File: src/inc/fdu_defines.svh
// register offsets, reset values, encodings and sequence counts of the divide unit
`ifndef FDU_DEFINES_SVH
`define FDU_DEFINES_SVH
// ==================================================================
// register map (byte addresses)
`define FDU_REG_CTRL 8'h00
`define FDU_REG_STATUS 8'h04
`define FDU_REG_COUNT 8'h08
`define FDU_CTRL_RST 1'b1
// ==================================================================
// instruction codes (octal 44 and 45)
`define FDU_OP_DIV 6'h24
`define FDU_OP_RDIV 6'h25
// ==================================================================
// sequence counts in clocks after issue
`define FDU_ITERS 5'h11
`define FDU_CF_CLK 5'h04
// ==================================================================
// exponent constants: correction factors 60 and 57 octal, bias, range
`define FDU_CF_FRAC 13'h0030
`define FDU_CF_INT 13'h002F
`define FDU_BIAS_POS 13'h0400
`define FDU_BIAS_NEG 13'h03FF
`define FDU_EXP_MAX 13'h03FF
`define FDU_EXP_MIN 13'h1C02
`define FDU_EXP_OVF 11'h7FF
`define FDU_EXP_UNF 11'h000
`define FDU_EXP_IND 11'h3FF
// ==================================================================
// digit handling
`define FDU_RND_FILL 3'h5
`define FDU_FORCED_DIGIT 3'h2
`endif

File: src/inc/fdu_pkg.sv
// types shared by the floating divide unit and its surroundings
package fdu_pkg;
   typedef logic [59:0] fdu_word_t;
   typedef enum logic [1:0] {
      FDU_OUT_IDLE = 2'b00,
      FDU_OUT_HOLD = 2'b01,
      FDU_OUT_ASM = 2'b10
   } fdu_out_e;
   typedef struct packed {
      logic valid;
      logic [5:0] opcode;
      logic [2:0] m_desig;
   } fdu_issue_s;
   typedef struct packed {
      logic strobe;
      logic sign;
      logic [10:0] exp;
      logic [47:0] coef;
      logic special;
      logic indef;
      logic ovf;
      logic unf;
   } fdu_result_s;
   typedef struct packed {
      logic hsel;
      logic [31:0] haddr;
      logic [1:0] htrans;
      logic hwrite;
      logic [2:0] hsize;
      logic [31:0] hwdata;
      logic hready;
   } fdu_ahb_req_s;
   typedef struct packed {
      logic [31:0] hrdata;
      logic hreadyout;
      logic hresp;
   } fdu_ahb_rsp_s;
   typedef struct packed {
      fdu_word_t j_in;
      fdu_word_t k_in;
      logic rnd;
      logic busy;
      logic [4:0] iter;
      fdu_out_e out;
      logic [50:0] rem;
      logic [47:0] quotient_shift_value;
      logic [2:0] fd;
      logic ratio2;
      logic [10:0] exp;
      logic indef;
      logic ovf;
      logic unf;
      fdu_result_s res;
      logic [2:0] last_fd;
      logic ctrl_en;
      logic [15:0] done_cnt;
      logic ap_valid;
      logic ap_write;
      logic [7:0] ap_addr;
      fdu_ahb_rsp_s rsp;
   } fdu_state_s;
endpackage : fdu_pkg

File: src/core/fdu_divide.sv
// iterative floating divide unit with an AHB-Lite status/control slave
//
// Implementation choices: the address map and the AHB-Lite interface to the registers.
`include "fdu_defines.svh"
`timescale 1ns/100ps
`default_nettype none
module fdu_divide (
   // clock and reset
   input wire logic hclk,
   input wire logic hresetn,
   // register bus
   input wire fdu_pkg::fdu_ahb_req_s ahb_req,
   output var fdu_pkg::fdu_ahb_rsp_s ahb_rsp,
   // instruction issue
   input wire fdu_pkg::fdu_issue_s issue,
   input wire fdu_pkg::fdu_word_t dividend_operand_reg,
   input wire fdu_pkg::fdu_word_t divisor_operand_reg,
   output logic div_busy,
   // destination register input control
   output var fdu_pkg::fdu_result_s dest_result
);
   import fdu_pkg::*;

   // ==================================================================
   // state
   fdu_state_s st_r;
   fdu_state_s st_nxt;

   logic issue_acc;
   logic [47:0] jc;
   logic [47:0] kc;
   logic [10:0] je;
   logic [10:0] ke;
   logic [50:0] dvs;
   logic [50:0] rem_cur;
   logic [50:0] mult [1:7];
   logic [7:1] fits;
   logic [2:0] pick;
   logic [50:0] diff;
   logic signed [12:0] ej;
   logic signed [12:0] ek;
   logic signed [12:0] cf;
   logic signed [12:0] e_res;
   logic [12:0] e_pack;
   logic jo, ju, ji, ko, ku, ki;
   logic ind_c, ovf_c, unf_c;
   logic special;
   logic ap_take;
   logic [31:0] rd_word;

   function automatic logic signed [12:0] fdu_unbias(input logic [10:0] f);
      logic [12:0] w;
      w = {2'b00, f};
      fdu_unbias = f[10] ? signed'(w - `FDU_BIAS_POS) : signed'(w - `FDU_BIAS_NEG);
   endfunction : fdu_unbias

   // ==================================================================
   // operand conditioning
   assign jc = st_r.j_in[59] ? ~st_r.j_in[47:0] : st_r.j_in[47:0];
   assign kc = st_r.k_in[59] ? ~st_r.k_in[47:0] : st_r.k_in[47:0];
   assign je = st_r.j_in[59] ? ~st_r.j_in[58:48] : st_r.j_in[58:48];
   assign ke = st_r.k_in[59] ? ~st_r.k_in[58:48] : st_r.k_in[58:48];
   assign dvs = {3'b000, kc};

   assign issue_acc = issue.valid && !st_r.busy && st_r.ctrl_en &&
                      (issue.opcode == `FDU_OP_DIV || issue.opcode == `FDU_OP_RDIV);

   // ==================================================================
   // multiple network and trial subtraction
   genvar g;
   generate
      for (g = 1; g <= 7; g++) begin : g_mult
         assign mult[g] = 51'(dvs * 51'(g));
         assign fits[g] = (rem_cur >= mult[g]);
      end
   endgenerate

   // dividend enters with bits 48..50 clear on the first step
   assign rem_cur = (st_r.iter == 5'h01) ? {3'b000, jc} : st_r.rem;

   always_comb begin
      pick = 3'h0;
      for (int i = 1; i <= 7; i++) begin
         if (fits[i]) begin
            pick = 3'(i);
         end
      end
   end

   assign diff = (pick == 3'h0) ? rem_cur : rem_cur - mult[pick];

   // ==================================================================
   // exponent network
   assign ej = fdu_unbias(je);
   assign ek = fdu_unbias(ke);
   assign cf = st_r.fd[0] ? signed'(`FDU_CF_INT) : signed'(`FDU_CF_FRAC);
   assign e_res = ej - ek - cf;
   assign e_pack = (e_res >= 13'sh0000) ? 13'(e_res + `FDU_BIAS_POS) :
                                          13'(e_res + `FDU_BIAS_NEG);

   assign jo = (je == `FDU_EXP_OVF);
   assign ju = (je == `FDU_EXP_UNF);
   assign ji = (je == `FDU_EXP_IND);
   assign ko = (ke == `FDU_EXP_OVF);
   assign ku = (ke == `FDU_EXP_UNF);
   assign ki = (ke == `FDU_EXP_IND);
   assign ind_c = ji || ki || (jo && ko) || (ju && ku) || st_r.ratio2;
   assign ovf_c = !ind_c && (jo || ku ||
                  (!ju && !ko && e_res > signed'(`FDU_EXP_MAX)));
   assign unf_c = !ind_c && !ovf_c && (ju || ko || e_res < signed'(`FDU_EXP_MIN));
   assign special = st_r.indef || st_r.ovf || st_r.unf;

   // ==================================================================
   // bus decode
   assign ap_take = ahb_req.hsel && ahb_req.htrans[1] && ahb_req.hready;

   always_comb begin
      rd_word = 32'h0000_0000;
      case (ahb_req.haddr[7:0])
         `FDU_REG_CTRL: begin
            rd_word = {31'h0000_0000, st_r.ctrl_en};
         end
         `FDU_REG_STATUS: begin
            rd_word = {24'h00_0000, st_r.last_fd, st_r.res.unf, st_r.res.ovf,
                       st_r.res.indef, st_r.res.special, st_r.busy};
         end
         `FDU_REG_COUNT: begin
            rd_word = {16'h0000, st_r.done_cnt};
         end
         default: begin
            rd_word = 32'h0000_0000;
         end
      endcase
   end

   // ==================================================================
   // next state
   always_comb begin
      st_nxt = st_r;
      st_nxt.res.strobe = 1'b0;

      // operating registers flow in while idle
      if (!st_r.busy) begin
         st_nxt.j_in = dividend_operand_reg;
         st_nxt.k_in = divisor_operand_reg;
         st_nxt.rnd = issue.m_desig[0];
      end

      // iterative section
      if (issue_acc) begin
         st_nxt.busy = 1'b1;
         st_nxt.iter = 5'h01;
      end else if (st_r.busy) begin
         if (st_r.iter == `FDU_ITERS) begin
            st_nxt.busy = 1'b0;
            st_nxt.iter = 5'h00;
         end else begin
            st_nxt.iter = st_r.iter + 5'h01;
         end
      end

      if (st_r.busy) begin
         st_nxt.rem = {diff[47:0], 3'h0};
         if (st_r.iter == 5'h01) begin
            if (st_r.rnd) begin
               st_nxt.rem = {diff[47:0], `FDU_RND_FILL};
            end
            st_nxt.ratio2 = (pick >= `FDU_FORCED_DIGIT);
            st_nxt.fd = (pick >= `FDU_FORCED_DIGIT) ? `FDU_FORCED_DIGIT : pick;
         end else begin
            st_nxt.quotient_shift_value = {st_r.quotient_shift_value[44:0], pick};
         end
         if (st_r.iter == `FDU_CF_CLK) begin
            st_nxt.exp = e_pack[10:0];
            st_nxt.indef = ind_c;
            st_nxt.ovf = ovf_c;
            st_nxt.unf = unf_c;
         end
      end

      // output chain, clocks 18 and 19 after issue
      case (st_r.out)
         FDU_OUT_IDLE: begin
            if (st_r.busy && st_r.iter == `FDU_ITERS) begin
               st_nxt.out = FDU_OUT_HOLD;
            end
         end
         FDU_OUT_HOLD: begin
            st_nxt.out = FDU_OUT_ASM;
         end
         FDU_OUT_ASM: begin
            st_nxt.out = FDU_OUT_IDLE;
            st_nxt.res.strobe = 1'b1;
            st_nxt.res.sign = st_r.j_in[59] ^ st_r.k_in[59];
            st_nxt.res.special = special;
            st_nxt.res.indef = st_r.indef;
            st_nxt.res.ovf = st_r.ovf;
            st_nxt.res.unf = st_r.unf;
            st_nxt.last_fd = st_r.fd;
            if (special) begin
               st_nxt.res.coef = 48'hFFFF_FFFF_FFFF;
               st_nxt.res.exp = 11'h7FF;
            end else if (st_r.fd[0]) begin
               st_nxt.res.coef = {1'b1, st_r.quotient_shift_value[47:1]};
               st_nxt.res.exp = st_r.exp;
            end else begin
               st_nxt.res.coef = st_r.quotient_shift_value;
               st_nxt.res.exp = st_r.exp;
            end
         end
         default: begin
            st_nxt.out = FDU_OUT_IDLE;
         end
      endcase

      // bus slave: zero wait states, always OKAY
      st_nxt.rsp.hreadyout = 1'b1;
      st_nxt.rsp.hresp = 1'b0;
      st_nxt.ap_valid = ap_take;
      st_nxt.ap_write = ahb_req.hwrite;
      st_nxt.ap_addr = ahb_req.haddr[7:0];
      if (ap_take && !ahb_req.hwrite) begin
         st_nxt.rsp.hrdata = rd_word;
      end

      // completion count: a write clears, a completion in the same clock still counts
      if (st_r.ap_valid && st_r.ap_write && st_r.ap_addr == `FDU_REG_COUNT) begin
         st_nxt.done_cnt = st_r.out == FDU_OUT_ASM ? 16'h0001 : 16'h0000;
      end else if (st_r.out == FDU_OUT_ASM) begin
         st_nxt.done_cnt = st_r.done_cnt + 16'h0001;
      end
      if (st_r.ap_valid && st_r.ap_write && st_r.ap_addr == `FDU_REG_CTRL) begin
         st_nxt.ctrl_en = ahb_req.hwdata[0];
      end
   end

   always_ff @(posedge hclk or negedge hresetn) begin
      if (!hresetn) begin
         st_r <= '0;
         st_r.ctrl_en <= `FDU_CTRL_RST;
         st_r.rsp.hreadyout <= 1'b1;
      end else begin
         st_r <= st_nxt;
      end
   end

   assign ahb_rsp = st_r.rsp;
   assign div_busy = st_r.busy;
   assign dest_result = st_r.res;

   // ==================================================================
   // checks
   a_busy_window: assert property (@(posedge hclk) disable iff (!hresetn)
      issue_acc |=> st_r.busy [*8] ##1 st_r.busy [*8] ##1 st_r.busy ##1 !st_r.busy)
      else $error("busy window is not 17 clocks");
   a_done_latency: assert property (@(posedge hclk) disable iff (!hresetn)
      issue_acc |-> ##20 st_r.res.strobe)
      else $error("result not presented 20 clocks after issue");
   a_strobe_pulse: assert property (@(posedge hclk) disable iff (!hresetn)
      st_r.res.strobe |=> !st_r.res.strobe)
      else $error("result strobe longer than one clock");
   a_sign_xor: assert property (@(posedge hclk) disable iff (!hresetn)
      issue_acc ##20 st_r.res.strobe |->
      st_r.res.sign == $past(dividend_operand_reg[59] ^ divisor_operand_reg[59], 20))
      else $error("result sign is not the xor of operand signs");
   a_in_hold: assert property (@(posedge hclk) disable iff (!hresetn)
      st_r.busy |=> $stable(st_r.j_in) && $stable(st_r.k_in))
      else $error("input registers changed while busy");
   a_in_load: assert property (@(posedge hclk) disable iff (!hresetn)
      !st_r.busy |=> st_r.j_in == $past(dividend_operand_reg))
      else $error("input register did not reload while idle");
   a_special_ones: assert property (@(posedge hclk) disable iff (!hresetn)
      st_r.res.strobe && st_r.res.special |->
      st_r.res.coef == 48'hFFFF_FFFF_FFFF && st_r.res.exp == 11'h7FF)
      else $error("special case quotient not all ones");
   a_rem_bound: assert property (@(posedge hclk) disable iff (!hresetn)
      st_r.busy && st_r.iter >= 5'h02 && !st_r.ratio2 |-> st_r.rem < {dvs[47:0], 3'h7})
      else $error("partial remainder out of range");
   a_ratio_indef: assert property (@(posedge hclk) disable iff (!hresetn)
      st_r.res.strobe && st_r.last_fd == `FDU_FORCED_DIGIT |-> st_r.res.indef && st_r.res.special)
      else $error("ratio of two or more not flagged indefinite");
   c_issue: cover property (@(posedge hclk) disable iff (!hresetn) issue_acc);
   c_normal: cover property (@(posedge hclk) disable iff (!hresetn)
      st_r.res.strobe && !st_r.res.special);
   c_special: cover property (@(posedge hclk) disable iff (!hresetn)
      st_r.res.strobe && st_r.res.special);
   c_back_to_back: cover property (@(posedge hclk) disable iff (!hresetn)
      issue_acc ##18 issue_acc);
endmodule : fdu_divide
`default_nettype wire

File: config.mk
export PLATFORM = sky130hd
export DESIGN_NAME = fdu_divide
export DESIGN_NICKNAME = d
export VERILOG_FILES = /design/src/inc/fdu_pkg.sv /design/src/core/fdu_divide.sv
export VERILOG_INCLUDE_DIRS = /design/src /design/src/inc
export SDC_FILE = /design/constraint.sdc
export NUM_CORES = 2
export LEC_CHECK = 0
export ABC_CLOCK_PERIOD_IN_PS = 12400
export BUFFER_PORTS_ARGS = -buffer_cell sky130_fd_sc_hd__clkbuf_2
export CORE_MARGIN = 2
export CORE_UTILIZATION = 35
export CTS_BUF_LIST = sky130_fd_sc_hd__clkbuf_4
export DETAILED_ROUTE_END_ITERATION = 16
export PLACE_DENSITY = 0.58
export SLEW_MARGIN = 20
export SYNTH_ARGS = -nofsm -noshare
export SYNTH_HDL_FRONTEND = slang
export SYNTH_SLANG_ARGS = --single-unit
File: constraint.sdc
create_clock -name hclk -period 12.4 [get_ports hclk]
set_clock_uncertainty 0.1 [all_clocks]
set_input_delay 2.48 -clock hclk [delete_from_list [all_inputs] [get_ports hclk]]
set_output_delay 2.48 -clock hclk [all_outputs]
set_load 0.01 [all_outputs]
==> results.cfg <==
[setup_path]
crit_required_ps = 13080
cp_max_fo = 18
r2r_slack_ps = 760
r2r-end = st_r[243]
slowest_stage = dfrtp_4
cp-end-kind = flip-flop
path_class = reg -> reg
r2r_start = st_r[314]
max_stage_delay_ps = 610
arrival_ps = 12320
path_common_cell = buf_4
worstRegToRegCells = 57
crit_path_start_kind = flip-flop

[clocking]
clkTransAtPathRegs_ps = 60
max-clock-path-buffers = 3
cts-root-buf = clkbuf_4
htreeDepth = 3
clock_sinks = 354
clk_latency_ps = 1000
numCtsBuffers = 102
hold_buffers = 0
tritoncts = built

[routing]
dr.pass1.iters = 14
wire_per_inst_um = 18.68
drt-vias-per-instance = 5.356
wl_um = 127300
drtIter0Drc = 2408
antenna_left = 0
drcViolationCount = 0
vias = 36510

[logic_synthesis]
ys_ff_latch = 354
yosysUniqueCellTypes = 97
synth_enable_flop_cells = 0
synth_compound_area_share_pct = 21.55
async_flop_share_pct = 100.0
seq_area_frac_synth_pct = 22.08
syn_area_um2 = 40120
synth_cells = 4747
avgSynthCellArea_um2 = 8.452
synth_top_family_by_area = compound AO/OA/AOI/OAI gates
yosys-mux-area-fraction_pct = 6.989
synthAdderAreaFrac_pct = 20.43
ys.flop_type = dfrtp_1
synth_xor_area_share_pct = 7.684
synthSimpleGateAreaFrac_pct = 15.45
synth_warnings = 0

[placed_design]
numPortBuffers = 223
place.gp.congestion = 0.9243
dp_hpwl_um = 103100

[grt]
met2_usage_pct = 33.29
use_met1_pct = 30.41
grt_pass1_vias = 35270
antenna_found_initial = 10
gr-total-overflow = 0
grt_max_degree = 167
grt_usage_pct = 21.21
grt_pass1_wl_um = 197500
top_usage_layer = met2
use_met3_pct = 2.898

[sta]
finalSetupViolations = 0
tightest_slew_ps = 1038
max_freq_mhz = 85.90
slew_headroom_pct = 30.48
setup_tns_ps = 0
finalCritPeriodShare_pct = 93.89
hold_viol = 0
maxSlewViolCount = 0
whs_ps = 334.9
rsz0062_at_grt = false
period_needed_ps = 11640

[floorplanning]
die_w_um = 342.6
design.core.area_um2 = 114000
fp-row-count = 124
ios = 304
fp.dieH_um = 342.6
dieArea_um2 = 117400
initial_utilization_pct = 35.18

[power_and_ir_drop]
powerDensity_nw_per_um2 = 338.6
ir_worst_vdd_uv = 262.1
leakagePower_nw = 21.88
finalPower_mw = 15.71

[final_layout]
fin_nets = 6040
syn2layout_area_growth_pct = 15.69
layout-drive-gt1-share_pct = 19.78
fillers = 11580

[run_status]
outcome = complete, no violations

[min_path]
holdCritPathClass = reg -> reg
whs_endpoint = st_r[197]
hold-path-cell-count = 2
hold_start = st_r[254]

[flow_run]
maxCapViolCount = 0
through the flow:
step	instances	utilization, %	setup WS [ps]	instance area (um2)
after floorplan	4763	-	65.00	40180
after global placement	6617	39.42	274.3	44950
after detailed placement	6617	39.43	220.6	44960
after CTS	6806	40.59	133.0	46290
after global routing	6815	40.70	41.70	46410
final	6816	40.70	758.0	46410
synthesized netlist by cell type, types with 29 or more instances:
library cell,instances,area share [%]
nand4_1,82,1.3
dfrtp_1,353,22
ha_1,580,18
mux2_2,175,4.9
mux2i_1,81,2.0
buf_4,102,1.9
a21o_1,209,3.9
o21ai_0,290,3.6
xnor2_1,188,4.1
nor2b_1,57,0.89
a21oi_1,387,4.8
nand3_1,113,1.4
nand2_1,326,3.1
fa_1,44,2.2
o21a_1,44,0.82
inv_1,194,1.8
a211oi_1,50,0.94
nand2b_1,58,0.90
o211ai_1,39,0.73
a31oi_1,80,1.2
xor2_1,159,3.5
nor2_1,419,3.9
clkbuf_1,138,1.3
nor3_1,73,0.91
and3_1,30,0.47
buf_1,35,0.33
buf_2,29,0.36
o21bai_1,35,0.65
cell families after synthesis:
group           after synthesis
flops                       354
fa+ha+maj                   630
mux                         257
simple gates               1300
other cells                   2
compound gates             1352
xor+xnor                    349
buf+inv                     503
worst max-delay path by stage:
stage | slack (ps) | end | depth (start not counted) | from
4_1_cts | 130 | st_r[242] | 48 | st_r[314]
6_report | 760 | st_r[243] | 57 | st_r[314]
2_1_floorplan | 70 | st_r[245] | 51 | st_r[314]
5_1_grt | 40 | st_r[242] | 53 | st_r[314]
3_3_place_gp | 270 | st_r[243] | 52 | st_r[314]
3_5_place_dp | 220 | st_r[242] | 48 | st_r[314]
registers in the layout (all words and copies together), names as in the netlist:
name	count
div_busy	1
ahb_rsp	16
dest_result	65
st_r	272
cell usage in the layout (no fill, tap or decap), types with 24 or more instances in the layout:
cell / Yosys / final
and3_1: 30 / 30
a31oi_1: 80 / 79
nand4_1: 82 / 82
ha_1: 580 / 580
dfrtp_1: 353 / 349
o21bai_1: 35 / 35
buf_4: 102 / 418
nor2_1: 419 / 419
o21ai_0: 290 / 286
a21o_1: 209 / 209
a211oi_1: 50 / 47
xor2_1: 159 / 159
inv_1: 194 / 194
nand2_1: 326 / 324
o211ai_1: 39 / 39
mux2i_1: 81 / 81
nor2b_1: 57 / 57
clkbuf_4: 0 / 133
nand2b_1: 58 / 58
nor3_1: 73 / 72
clkbuf_2: 0 / 222
mux2_2: 175 / 175
o21a_1: 44 / 44
a21oi_1: 387 / 386
clkinv_1: 1 / 34
xnor2_1: 188 / 186
or3_1: 24 / 24
fa_1: 44 / 44
nand3_1: 113 / 113
where the power goes:
| part | switching [mW] | internal (mW) | leakage, nW |
|---|---|---|---|
| logic | 6.99 | 5.92 | 17.1 |
| registers | 0.235 | 1.43 | 4.02 |
| clock network | 0.581 | 0.557 | 0.780 |
| total | 7.81 | 7.91 | 21.9 |
area by class of cell:
cell class	count	area, um2	area share [%]
inverter	197	740.7	1.596
timing repair buffer	651	4464	9.618
sequential	354	8875	19.12
tap	1512	1892	4.076
clock inverter	56	331.6	0.7144
antenna	7	17.52	0.03774
clock buffer	133	998.5	2.151
multi-input combinational	3906	29100	62.69
worst max-delay path, delay by kind of cell, from the launching register on:
family | cells | cell delay, ps
adder cells (fa/ha/maj) | 5 | 1310
buffers and inverters | 12 | 2040
AND/OR/NAND/NOR | 6 | 920
multiplexers | 2 | 370
AO/OA/AOI/OAI | 29 | 5500
flip-flops | 1 | 610
XOR/XNOR | 3 | 560
per-layer routing:
metal / vias to the layer above / routed length [um] / share of wire, %
met5: - / 82 / 0.064
met4: 12 / 2979 / 2.3
met3: 159 / 6907 / 5.4
met2: 848 / 55510 / 44
met1: 17310 / 61860 / 49
li1: 18180 / - / -
what timing repair did:
| item | CTS | global route |
|---|---|---|
| gates resized for setup | 0 | 15 |
| endpoints found under the setup margin | 0 | 14 |
| setup buffers | 0 | 3 |
No activity file was read; power rests on OpenSTA's default activity.
